[src/core/pswc_pkg.sv]
// Package of constants and carrier types for the PIO sector write command block.
`default_nettype none
package pswc_pkg;
  // ==========================================================================
  // Register map, byte addresses of 32-bit words
  localparam logic [7:0] OFF_SECTOR_COUNT = 8'h00;
  localparam logic [7:0] OFF_SECTOR_NUMBER = 8'h04;
  localparam logic [7:0] OFF_CYLINDER_LOW = 8'h08;
  localparam logic [7:0] OFF_CYLINDER_HIGH = 8'h0c;
  localparam logic [7:0] OFF_DEVICE_HEAD = 8'h10;
  localparam logic [7:0] OFF_COMMAND = 8'h14;
  localparam logic [7:0] OFF_STATUS = 8'h18;
  localparam logic [7:0] OFF_DATA = 8'h1c;
  localparam logic [7:0] OFF_IRQ_STATUS = 8'h20;
  localparam logic [7:0] OFF_IRQ_MASK = 8'h24;
  localparam logic [7:0] OFF_CONFIG = 8'h28;
  // ==========================================================================
  // Opcodes
  localparam logic [7:0] OP_WRITE_SECT_A = 8'h30;
  localparam logic [7:0] OP_WRITE_SECT_B = 8'h31;
  localparam logic [7:0] OP_WRITE_SECT_EXT = 8'h34;
  localparam logic [7:0] OP_WRITE_MULT_COMMIT = 8'hce;
  // ==========================================================================
  // Field positions and reset values
  localparam int ST_ERROR_BIT = 0;
  localparam int ST_SENSE_BIT = 1;
  localparam int ST_DRQ_BIT = 3;
  localparam int ST_FAULT_BIT = 5;
  localparam int ST_BUSY_BIT = 7;
  localparam int IRQ_BLOCK_BIT = 0;
  localparam int IRQ_DONE_BIT = 1;
  localparam int IRQ_ERROR_BIT = 2;
  localparam int IRQ_W = 3;
  localparam int CFG_CACHE_BIT = 8;
  localparam logic [7:0] TF_RESET = 8'h00;
  localparam logic [7:0] CFG_MULT_RESET = 8'h01;
  localparam logic CFG_CACHE_RESET = 1'b1;
  localparam logic [IRQ_W-1:0] IRQ_MASK_RESET = 3'h0;
  // ==========================================================================
  // Transfer geometry
  localparam int WORD_IDX_W = 8;
  localparam logic [WORD_IDX_W-1:0] LAST_WORD = 8'hff;
  localparam logic [16:0] COUNT28_ZERO = 17'h00100;
  localparam logic [16:0] COUNT48_ZERO = 17'h10000;
  localparam logic [1:0] RESP_OKAY = 2'h0;
  localparam logic [1:0] RESP_SLVERR = 2'h2;
  // ==========================================================================
  // Carriers to and from the media engine
  typedef struct packed {
    logic start;
    logic commit;
    logic [47:0] lba;
  } pswc_med_req_t;
  typedef struct packed {
    logic done;
    logic uncorrectable;
    logic fault;
  } pswc_med_rsp_t;
  typedef enum logic [1:0] {
    ST_IDLE = 2'b00,
    ST_XFER = 2'b01,
    ST_MEDIA = 2'b11,
    ST_COMMIT = 2'b10
  } pswc_state_t;
endpackage : pswc_pkg
`default_nettype wire

[src/core/pswc_sector_ram.sv]
// One-sector buffer of 16-bit words with a registered read port.
`default_nettype none
module pswc_sector_ram
  import pswc_pkg::*;
(
  input wire logic core_clk,
  input wire logic wrEn,
  input wire logic [WORD_IDX_W-1:0] wrAddr,
  input wire logic [15:0] wrData,
  input wire logic [WORD_IDX_W-1:0] rdAddr,
  output logic [15:0] rdData
);
  logic [15:0] mem [0:(1<<WORD_IDX_W)-1];

  always_ff @(posedge core_clk)
  begin
    if (wrEn)
    begin
      mem[wrAddr] <= wrData;
    end
  end

  always_ff @(posedge core_clk)
  begin
    rdData <= mem[rdAddr];
  end
endmodule : pswc_sector_ram
`default_nettype wire

[src/core/pswc_top.sv]
// PIO sector write command interpreter with AXI4-Lite task file access.
`default_nettype none
module pswc_top
  import pswc_pkg::*;
(
  input wire logic core_clk,
  input wire logic rst,
  input wire logic [7:0] s_axi_awaddr,
  input wire logic s_axi_awvalid,
  output logic s_axi_awready,
  input wire logic [31:0] s_axi_wdata,
  input wire logic [3:0] s_axi_wstrb,
  input wire logic s_axi_wvalid,
  output logic s_axi_wready,
  output logic [1:0] s_axi_bresp,
  output logic s_axi_bvalid,
  input wire logic s_axi_bready,
  input wire logic [7:0] s_axi_araddr,
  input wire logic s_axi_arvalid,
  output logic s_axi_arready,
  output logic [31:0] s_axi_rdata,
  output logic [1:0] s_axi_rresp,
  output logic s_axi_rvalid,
  input wire logic s_axi_rready,
  output logic irq,
  output pswc_med_req_t medReq,
  input wire pswc_med_rsp_t medRsp,
  input wire logic [WORD_IDX_W-1:0] medRdAddr,
  output logic [15:0] medRdData
);
  // ==========================================================================
  // Declarations
  pswc_state_t state_reg;
  logic awPend_reg, wPend_reg, bvalid_reg, rvalid_reg;
  logic [7:0] awAddr_reg;
  logic [31:0] wData_reg, rData_reg;
  logic [3:0] wStrb_reg;
  logic [1:0] bResp_reg, rResp_reg;
  logic [15:0] sectorCount_reg, sectorNumber_reg, cylinderLow_reg, cylinderHigh_reg;
  logic [7:0] deviceHead_reg, multSize_reg;
  logic cacheEn_reg;
  logic [IRQ_W-1:0] irqStat_reg, irqMask_reg, irqSet;
  logic [16:0] remain_reg;
  logic [47:0] lba_reg;
  logic [WORD_IDX_W-1:0] wordIdx_reg;
  logic [7:0] blkSize_reg, blkLeft_reg;
  logic commit_reg, ext_reg;
  logic errFlag_reg, senseFlag_reg, faultFlag_reg;
  pswc_med_req_t medReq_reg;
  logic doWrite, wrLow, isMapped, cmdWrite, is28, is48, isMult, cmdOk;
  logic dataWord, mediaBad, lastSector, finish, finishErr;
  logic [16:0] countNew;
  logic [15:0] countExt;
  logic [7:0] status;

  // ==========================================================================
  // AXI4-Lite slave
  function automatic logic regMapped(input logic [7:0] a);
    regMapped = (a[1:0] == 2'b00) && (a <= OFF_CONFIG);
  endfunction : regMapped

  assign s_axi_awready = !awPend_reg && !bvalid_reg;
  assign s_axi_wready = !wPend_reg && !bvalid_reg;
  assign s_axi_arready = !rvalid_reg;
  assign s_axi_bvalid = bvalid_reg;
  assign s_axi_bresp = bResp_reg;
  assign s_axi_rvalid = rvalid_reg;
  assign s_axi_rdata = rData_reg;
  assign s_axi_rresp = rResp_reg;
  assign doWrite = awPend_reg && wPend_reg && !bvalid_reg;
  assign isMapped = regMapped(awAddr_reg);
  assign wrLow = doWrite && wStrb_reg[0];

  always_ff @(posedge core_clk or posedge rst)
  begin
    if (rst)
    begin
      awPend_reg <= 1'b0;
      wPend_reg <= 1'b0;
      bvalid_reg <= 1'b0;
      awAddr_reg <= 8'h00;
      wData_reg <= 32'h00000000;
      wStrb_reg <= 4'h0;
      bResp_reg <= RESP_OKAY;
    end
    else
    begin
      if (s_axi_awvalid && s_axi_awready)
      begin
        awPend_reg <= 1'b1;
        awAddr_reg <= s_axi_awaddr;
      end
      if (s_axi_wvalid && s_axi_wready)
      begin
        wPend_reg <= 1'b1;
        wData_reg <= s_axi_wdata;
        wStrb_reg <= s_axi_wstrb;
      end
      if (doWrite)
      begin
        awPend_reg <= 1'b0;
        wPend_reg <= 1'b0;
        bvalid_reg <= 1'b1;
        bResp_reg <= isMapped ? RESP_OKAY : RESP_SLVERR;
      end
      else if (bvalid_reg && s_axi_bready)
      begin
        bvalid_reg <= 1'b0;
      end
    end
  end

  always_comb
  begin
    status = 8'h00;
    status[ST_ERROR_BIT] = errFlag_reg;
    status[ST_SENSE_BIT] = senseFlag_reg;
    status[ST_FAULT_BIT] = faultFlag_reg;
    status[ST_DRQ_BIT] = (state_reg == ST_XFER);
    status[ST_BUSY_BIT] = (state_reg == ST_MEDIA) || (state_reg == ST_COMMIT);
  end

  always_ff @(posedge core_clk or posedge rst)
  begin
    if (rst)
    begin
      rvalid_reg <= 1'b0;
      rData_reg <= 32'h00000000;
      rResp_reg <= RESP_OKAY;
    end
    else if (s_axi_arvalid && s_axi_arready)
    begin
      rvalid_reg <= 1'b1;
      rResp_reg <= regMapped(s_axi_araddr) ? RESP_OKAY : RESP_SLVERR;
      case (s_axi_araddr)
        OFF_SECTOR_COUNT: rData_reg <= {16'h0000, sectorCount_reg};
        OFF_SECTOR_NUMBER: rData_reg <= {16'h0000, sectorNumber_reg};
        OFF_CYLINDER_LOW: rData_reg <= {16'h0000, cylinderLow_reg};
        OFF_CYLINDER_HIGH: rData_reg <= {16'h0000, cylinderHigh_reg};
        OFF_DEVICE_HEAD: rData_reg <= {24'h000000, deviceHead_reg};
        OFF_STATUS: rData_reg <= {24'h000000, status};
        OFF_IRQ_STATUS: rData_reg <= {29'h00000000, irqStat_reg};
        OFF_IRQ_MASK: rData_reg <= {29'h00000000, irqMask_reg};
        OFF_CONFIG: rData_reg <= {23'h000000, cacheEn_reg, multSize_reg};
        default: rData_reg <= 32'h00000000;
      endcase
    end
    else if (rvalid_reg && s_axi_rready)
    begin
      rvalid_reg <= 1'b0;
    end
  end

  // ==========================================================================
  // Command decode
  assign cmdWrite = wrLow && (awAddr_reg == OFF_COMMAND) && (state_reg == ST_IDLE);
  // Bit 0 of 30h/31h is the retry flag, so masking it decodes both alike.
  assign is28 = (wData_reg[7:1] == OP_WRITE_SECT_A[7:1]);
  assign is48 = (wData_reg[7:0] == OP_WRITE_SECT_EXT);
  assign isMult = (wData_reg[7:0] == OP_WRITE_MULT_COMMIT);
  assign cmdOk = is28 || is48 || isMult;
  assign countExt = sectorCount_reg;
  always_comb
  begin
    if (is28)
    begin
      countNew = (sectorCount_reg[7:0] == 8'h00) ? COUNT28_ZERO : {9'h000, sectorCount_reg[7:0]};
    end
    else
    begin
      countNew = (countExt == 16'h0000) ? COUNT48_ZERO : {1'b0, countExt};
    end
  end

  // ==========================================================================
  // Sector sequencing
  assign dataWord = wrLow && wStrb_reg[1] && (awAddr_reg == OFF_DATA) && (state_reg == ST_XFER);
  assign mediaBad = medRsp.uncorrectable || medRsp.fault;
  assign lastSector = (remain_reg == 17'h00001);
  assign finishErr = (cmdWrite && !cmdOk) ||
    (((state_reg == ST_MEDIA) || (state_reg == ST_COMMIT)) && medRsp.done && mediaBad);
  assign finish = finishErr ||
    ((state_reg == ST_MEDIA) && medRsp.done && !mediaBad && lastSector && !commit_reg) ||
    ((state_reg == ST_COMMIT) && medRsp.done && !mediaBad);

  pswc_sector_ram u_ram (
    .core_clk(core_clk),
    .wrEn(dataWord),
    .wrAddr(wordIdx_reg),
    .wrData(wData_reg[15:0]),
    .rdAddr(medRdAddr),
    .rdData(medRdData)
  );

  always_ff @(posedge core_clk or posedge rst)
  begin
    if (rst)
    begin
      state_reg <= ST_IDLE;
      remain_reg <= 17'h00000;
      lba_reg <= 48'h000000000000;
      wordIdx_reg <= '0;
      blkSize_reg <= 8'h01;
      blkLeft_reg <= 8'h01;
      commit_reg <= 1'b0;
      ext_reg <= 1'b0;
      medReq_reg <= '0;
    end
    else
    begin
      medReq_reg.start <= 1'b0;
      case (state_reg)
        ST_IDLE:
        begin
          if (cmdWrite && cmdOk)
          begin
            state_reg <= ST_XFER;
            remain_reg <= countNew;
            ext_reg <= !is28;
            wordIdx_reg <= '0;
            if (is28)
            begin
              lba_reg <= {20'h00000, deviceHead_reg[3:0], cylinderHigh_reg[7:0],
                cylinderLow_reg[7:0], sectorNumber_reg[7:0]};
            end
            else
            begin
              lba_reg <= {cylinderHigh_reg[15:8], cylinderLow_reg[15:8], sectorNumber_reg[15:8],
                cylinderHigh_reg[7:0], cylinderLow_reg[7:0], sectorNumber_reg[7:0]};
            end
            blkSize_reg <= (isMult && (multSize_reg != 8'h00)) ? multSize_reg : 8'h01;
            blkLeft_reg <= (isMult && (multSize_reg != 8'h00)) ? multSize_reg : 8'h01;
            commit_reg <= isMult || !cacheEn_reg;
          end
        end
        ST_XFER:
        begin
          if (dataWord)
          begin
            wordIdx_reg <= wordIdx_reg + 8'h01;
            if (wordIdx_reg == LAST_WORD)
            begin
              state_reg <= ST_MEDIA;
              medReq_reg.start <= 1'b1;
              medReq_reg.commit <= 1'b0;
              medReq_reg.lba <= lba_reg;
            end
          end
        end
        ST_MEDIA:
        begin
          if (medRsp.done)
          begin
            if (mediaBad)
            begin
              state_reg <= ST_IDLE;
            end
            else if (lastSector)
            begin
              remain_reg <= 17'h00000;
              if (commit_reg)
              begin
                state_reg <= ST_COMMIT;
                medReq_reg.start <= 1'b1;
                medReq_reg.commit <= 1'b1;
              end
              else
              begin
                state_reg <= ST_IDLE;
              end
            end
            else
            begin
              state_reg <= ST_XFER;
              remain_reg <= remain_reg - 17'h00001;
              lba_reg <= lba_reg + 48'h000000000001;
              blkLeft_reg <= (blkLeft_reg == 8'h01) ? blkSize_reg : blkLeft_reg - 8'h01;
            end
          end
        end
        ST_COMMIT:
        begin
          if (medRsp.done)
          begin
            state_reg <= ST_IDLE;
          end
        end
        default: state_reg <= ST_IDLE;
      endcase
    end
  end
  assign medReq = medReq_reg;

  // ==========================================================================
  // Ending status flags
  always_ff @(posedge core_clk or posedge rst)
  begin
    if (rst)
    begin
      errFlag_reg <= 1'b0;
      senseFlag_reg <= 1'b0;
      faultFlag_reg <= 1'b0;
    end
    else if (cmdWrite)
    begin
      errFlag_reg <= !cmdOk;
      senseFlag_reg <= 1'b0;
      faultFlag_reg <= 1'b0;
    end
    else if (finishErr)
    begin
      errFlag_reg <= 1'b1;
      senseFlag_reg <= medRsp.uncorrectable;
      faultFlag_reg <= medRsp.fault;
    end
  end

  // ==========================================================================
  // Task file: host writes push current into previous (device/head is overwritten), completion writes back
  always_ff @(posedge core_clk or posedge rst)
  begin
    if (rst)
    begin
      sectorCount_reg <= {TF_RESET, TF_RESET};
      sectorNumber_reg <= {TF_RESET, TF_RESET};
      cylinderLow_reg <= {TF_RESET, TF_RESET};
      cylinderHigh_reg <= {TF_RESET, TF_RESET};
      deviceHead_reg <= TF_RESET;
    end
    else if (finish && (state_reg != ST_IDLE))
    begin
      if (ext_reg)
      begin
        sectorCount_reg <= finishErr ? remain_reg[15:0] : 16'h0000;
        sectorNumber_reg <= {lba_reg[31:24], lba_reg[7:0]};
        cylinderLow_reg <= {lba_reg[39:32], lba_reg[15:8]};
        cylinderHigh_reg <= {lba_reg[47:40], lba_reg[23:16]};
      end
      else
      begin
        sectorCount_reg[7:0] <= finishErr ? remain_reg[7:0] : 8'h00;
        sectorNumber_reg[7:0] <= lba_reg[7:0];
        cylinderLow_reg[7:0] <= lba_reg[15:8];
        cylinderHigh_reg[7:0] <= lba_reg[23:16];
        deviceHead_reg[3:0] <= lba_reg[27:24];
      end
    end
    else if (wrLow && (state_reg == ST_IDLE))
    begin
      case (awAddr_reg)
        OFF_SECTOR_COUNT: sectorCount_reg <= {sectorCount_reg[7:0], wData_reg[7:0]};
        OFF_SECTOR_NUMBER: sectorNumber_reg <= {sectorNumber_reg[7:0], wData_reg[7:0]};
        OFF_CYLINDER_LOW: cylinderLow_reg <= {cylinderLow_reg[7:0], wData_reg[7:0]};
        OFF_CYLINDER_HIGH: cylinderHigh_reg <= {cylinderHigh_reg[7:0], wData_reg[7:0]};
        OFF_DEVICE_HEAD: deviceHead_reg <= wData_reg[7:0];
        default: deviceHead_reg <= deviceHead_reg;
      endcase
    end
  end

  // ==========================================================================
  // Configuration and interrupts
  always_ff @(posedge core_clk or posedge rst)
  begin
    if (rst)
    begin
      multSize_reg <= CFG_MULT_RESET;
      cacheEn_reg <= CFG_CACHE_RESET;
      irqMask_reg <= IRQ_MASK_RESET;
    end
    else if (doWrite)
    begin
      if ((awAddr_reg == OFF_CONFIG) && (state_reg == ST_IDLE))
      begin
        if (wStrb_reg[0])
        begin
          multSize_reg <= wData_reg[7:0];
        end
        if (wStrb_reg[1])
        begin
          cacheEn_reg <= wData_reg[CFG_CACHE_BIT];
        end
      end
      if (wrLow && (awAddr_reg == OFF_IRQ_MASK))
      begin
        irqMask_reg <= wData_reg[IRQ_W-1:0];
      end
    end
  end

  always_comb
  begin
    irqSet = '0;
    irqSet[IRQ_BLOCK_BIT] = (state_reg == ST_MEDIA) && medRsp.done && !mediaBad &&
      !lastSector && (blkLeft_reg == 8'h01);
    irqSet[IRQ_DONE_BIT] = finish;
    irqSet[IRQ_ERROR_BIT] = finishErr;
  end

  // A set in the clearing cycle survives, so no event is lost.
  always_ff @(posedge core_clk or posedge rst)
  begin
    if (rst)
    begin
      irqStat_reg <= '0;
    end
    else if (wrLow && (awAddr_reg == OFF_IRQ_STATUS))
    begin
      irqStat_reg <= (irqStat_reg & ~wData_reg[IRQ_W-1:0]) | irqSet;
    end
    else
    begin
      irqStat_reg <= irqStat_reg | irqSet;
    end
  end
  assign irq = |(irqStat_reg & irqMask_reg);
endmodule : pswc_top
`default_nettype wire

[config.mk]
export PLATFORM = sky130hd
export DESIGN_NAME = pswc_top
export DESIGN_NICKNAME = d
export VERILOG_FILES = /design/src/core/pswc_pkg.sv /design/src/core/pswc_sector_ram.sv /design/src/core/pswc_top.sv
export SDC_FILE = /design/constraint.sdc
export NUM_CORES = 2
export LEC_CHECK = 0
export BUFFER_PORTS_ARGS = -buffer_cell sky130_fd_sc_hd__buf_2
export CORE_MARGIN = 2
export CORE_UTILIZATION = 55
export CTS_CLUSTER_DIAMETER = 50
export CTS_CLUSTER_SIZE = 30
export DETAILED_ROUTE_END_ITERATION = 12
export GPL_ROUTABILITY_DRIVEN = 1
export GPL_TIMING_DRIVEN = 0
export PLACE_DENSITY_LB_ADDON = 0.15
export SLEW_MARGIN = 20
export SYNTH_ARGS = -nofsm -noshare
export SYNTH_HDL_FRONTEND = slang
export SYNTH_SLANG_ARGS = --single-unit
export TNS_END_PERCENT = 1
[constraint.sdc]
create_clock -name core_clk -period 7.49 [get_ports core_clk]
set_input_delay 0.3745 -clock core_clk [delete_from_list [all_inputs] [get_ports core_clk]]
set_output_delay 0.3745 -clock core_clk [all_outputs]
set_load 0.01 [all_outputs]
==> results_dict.tcl <==
set metrics [dict create \
    ir_worst_vdd_v 0.000400 \
    grt_max_degree 93 \
    hold_viol_final 0 \
    portBuffers 137 \
    p_leak_nw 66.5 \
    worst_pin_slew_ps 1360 \
    overflow 0 \
    avgSynthCellArea_sq_um 19.7 \
    dpl.hpwl_microns 435000 \
    ant_nets 0 \
    reg2regPathDepth 9 \
    start_util_pct 55.3 \
    status "completed" \
    yosysWarnings 0 \
    dominantRegCellSynth "edfxtp_1" \
    hold_slack_ps 144 \
    final_common_cell "edfxtp_1" \
    critPathLaunch "awAddr_reg[5]" \
    rsz0062_at_grt "false" \
    gp_congestion 1.01 \
    die_area_sq_mm 0.319 \
    cts.htree.levels 5 \
    synth_edf_count 4096 \
    ys_types 86 \
    drt_iter0_drc 19400 \
    cts_buffers 426 \
    first_pass_iters 7 \
    post-cts-setup-buffers 0 \
    final_layout_size_suffix_gt1_share_pct 27.9 \
    place_area_sq_mm 0.186 \
    synth_compound_area_share_pct 4.66 \
    grt_use_total_pct 39.7 \
    rows 205 \
    finalClockSkew_ps 86.2 \
    yosysSeqAreaShare_pct 75.5 \
    setup_violations 0 \
    root_buffer "clkbuf_16" \
    clk_latency_ps 1010 \
    max-cap-violations 0 \
    worstHoldStart "s_axi_bready" \
    wirelength_microns 633000 \
    hold_depth 3 \
    cp_data_required_time_ps 8180 \
    path_class "reg2reg" \
    synthMuxAreaShare_pct 14.8 \
    synth_simple_gate_area_share_pct 2.90 \
    min_period_ps 5920 \
    slew_headroom_pct 8.78 \
    final_nets 9716 \
    clk_path_buf_depth 4 \
    r2r_end "u_ram.mem[198][12]" \
    rr_startpoint "awAddr_reg[5]" \
    syn_inst 8765 \
    path_clk_slew_ps 80 \
    worstSetupEndpointType "flip-flop" \
    antenna_found_initial 32 \
    worst-path-max-fanout 10 \
    fillers 20700 \
    die-height_microns 564 \
    min_path_type "in2reg" \
    synth_seq_cells 4393 \
    wl_per_cell_microns 44.6 \
    power.total_w 0.0620 \
    core-area_sq_mm 0.312 \
    grt_pass1_wl_microns 837000 \
    async_reset_ff_share_pct 6.40 \
    largest_reg_flops 4096 \
    drc 0 \
    synth_area_sq_mm 0.173 \
    die_w_microns 564 \
    synthXorXnorAreaFrac_pct 0.0558 \
    final_area_sq_mm 0.202 \
    synth_top_family_by_area "multiplexers" \
    cts_tree "built" \
    power_density_mw_per_mm2 307 \
    syn_to_final_growth_pct 16.8 \
    min_period_over_period_pct 79.1 \
    setup_tns_ps 0 \
    reg2reg_setup_slack_ps 1570 \
    cts.sinks 4393 \
    crit_arrival_ps 6610 \
    ios 178 \
    hold_path_end "s_axi_bvalid" \
    final_cell_mix "edfxtp_1 (4096), mux4_2 (819), mux2i_1 (607)" \
    synth_fa_ha_area_share_pct 0.0652 \
    vias 102000 \
    maxSlewViolCount 0 \
    avgViaCountPerCell 7.22 \
    cp-start-kind "flip-flop" \
    clock.fmax_ghz 0.169 \
    grt_pass1_vias 96500 \
]
==> timing repair <==
| action | 4_1_cts | 5_1_grt |
|---|---|---|
| gates resized for setup | 0 | 0 |
| hold endpoints to repair | 180 | 0 |
| hold buffers | 40 | 0 |
==> per-stage QoR <==
step | util, % | worst slack (ps) | std cells
final | 64.6 | 1570 | 14200
after global routing | 64.6 | 1710 | 14200
after CTS | 64.6 | 1800 | 14200
after detailed placement | 59.5 | 1340 | 13300
after global placement | 57.2 | -3310 | 13100
after floorplan | - | 1740 | 8782
==> metal layers <==
layer	wire, microns	vias up	GRT usage (%)
li1	-	38400	-
met1	213000	53300	50.9
met2	274000	8762	57.4
met3	91600	1926	13.9
met4	53400	24	26.8
met5	184	-	0
==> final cells by class <==
class | instances | area, sq um | area share [%]
flip-flops and latches | 4393 | 130000 | 64.6
multi-input cells | 3813 | 40700 | 20.1
clock buffers | 444 | 10900 | 5.38
repair buffers | 427 | 6320 | 3.13
well taps | 4140 | 5180 | 2.57
clock inverters | 362 | 4670 | 2.32
plain buffers | 551 | 3520 | 1.74
inverters | 25 | 97.6 | 0.0484
diodes | 26 | 65.1 | 0.0322
==> worst max path at each step <==
stage / to / slack (ps) / cells after the start
floorplan: remain_reg[16] / 1740 / 8
global placement: lba_reg[28] / -3310 / 7
detailed placement: u_ram.rdData[8] / 1340 / 10
CTS: u_ram.mem[87][6] / 1800 / 9
global route: u_ram.mem[131][14] / 1710 / 9
finish: u_ram.mem[198][12] / 1570 / 9
==> power breakdown <==
group          switching, W  internal (W)
Combinational       0.00555       0.00182
Sequential         0.000778        0.0304
Clock                0.0111        0.0123
Total                0.0174        0.0446
==> cells in the mapped netlist, types with 10 or more instances <==
cell,number,share of area (%)
a211oi_1,20,0.087
a21o_1,18,0.078
a21oi_1,240,0.70
a221oi_1,40,0.20
a22o_1,40,0.20
a22oi_1,71,0.31
a31oi_1,27,0.098
and2_1,17,0.062
and3_1,20,0.072
buf_1,41,0.089
buf_2,100,0.29
buf_4,60,0.26
buf_6,88,0.57
buf_8,28,0.24
clkbuf_1,230,0.50
dfrtp_1,277,4.0
dfxtp_1,16,0.19
edfxtp_1,4096,71
inv_1,24,0.052
mux2_2,96,0.63
mux2i_1,607,3.5
mux4_2,819,11
nand2_1,244,0.53
nand2b_1,14,0.051
nand3_1,75,0.22
nand4_1,25,0.091
nor2_1,421,0.91
nor3_1,170,0.49
nor4_1,48,0.17
o21a_1,28,0.12
o21ai_0,147,0.43
o21ai_1,30,0.087
o221a_2,10,0.065
o221ai_1,232,1.2
o22a_1,26,0.13
o22ai_1,153,0.55
o32ai_1,12,0.061
==> cell families after synthesis <==
| family | count (synthesis) |
|---|---|
| adders and majority gates | 9 |
| and+or+nand+nor | 1093 |
| DFF | 4393 |
| buffers and inverters | 576 |
| muxes | 1522 |
| AOI/OAI and AO/OA | 1160 |
| xor gates and xnor gates | 11 |
| other | 1 |
==> worst max-delay path, stage by stage, from the launching register on <==
cell	delay, ps
dfrtp_1	360
clkbuf_1	190
or4b_1	580
nor4_1	670
nand2_1	340
nor3b_2	560
nand2_1	940
clkbuf_2	870
nor2_2	820
buf_6	240
(Power assumes the default switching activity.)
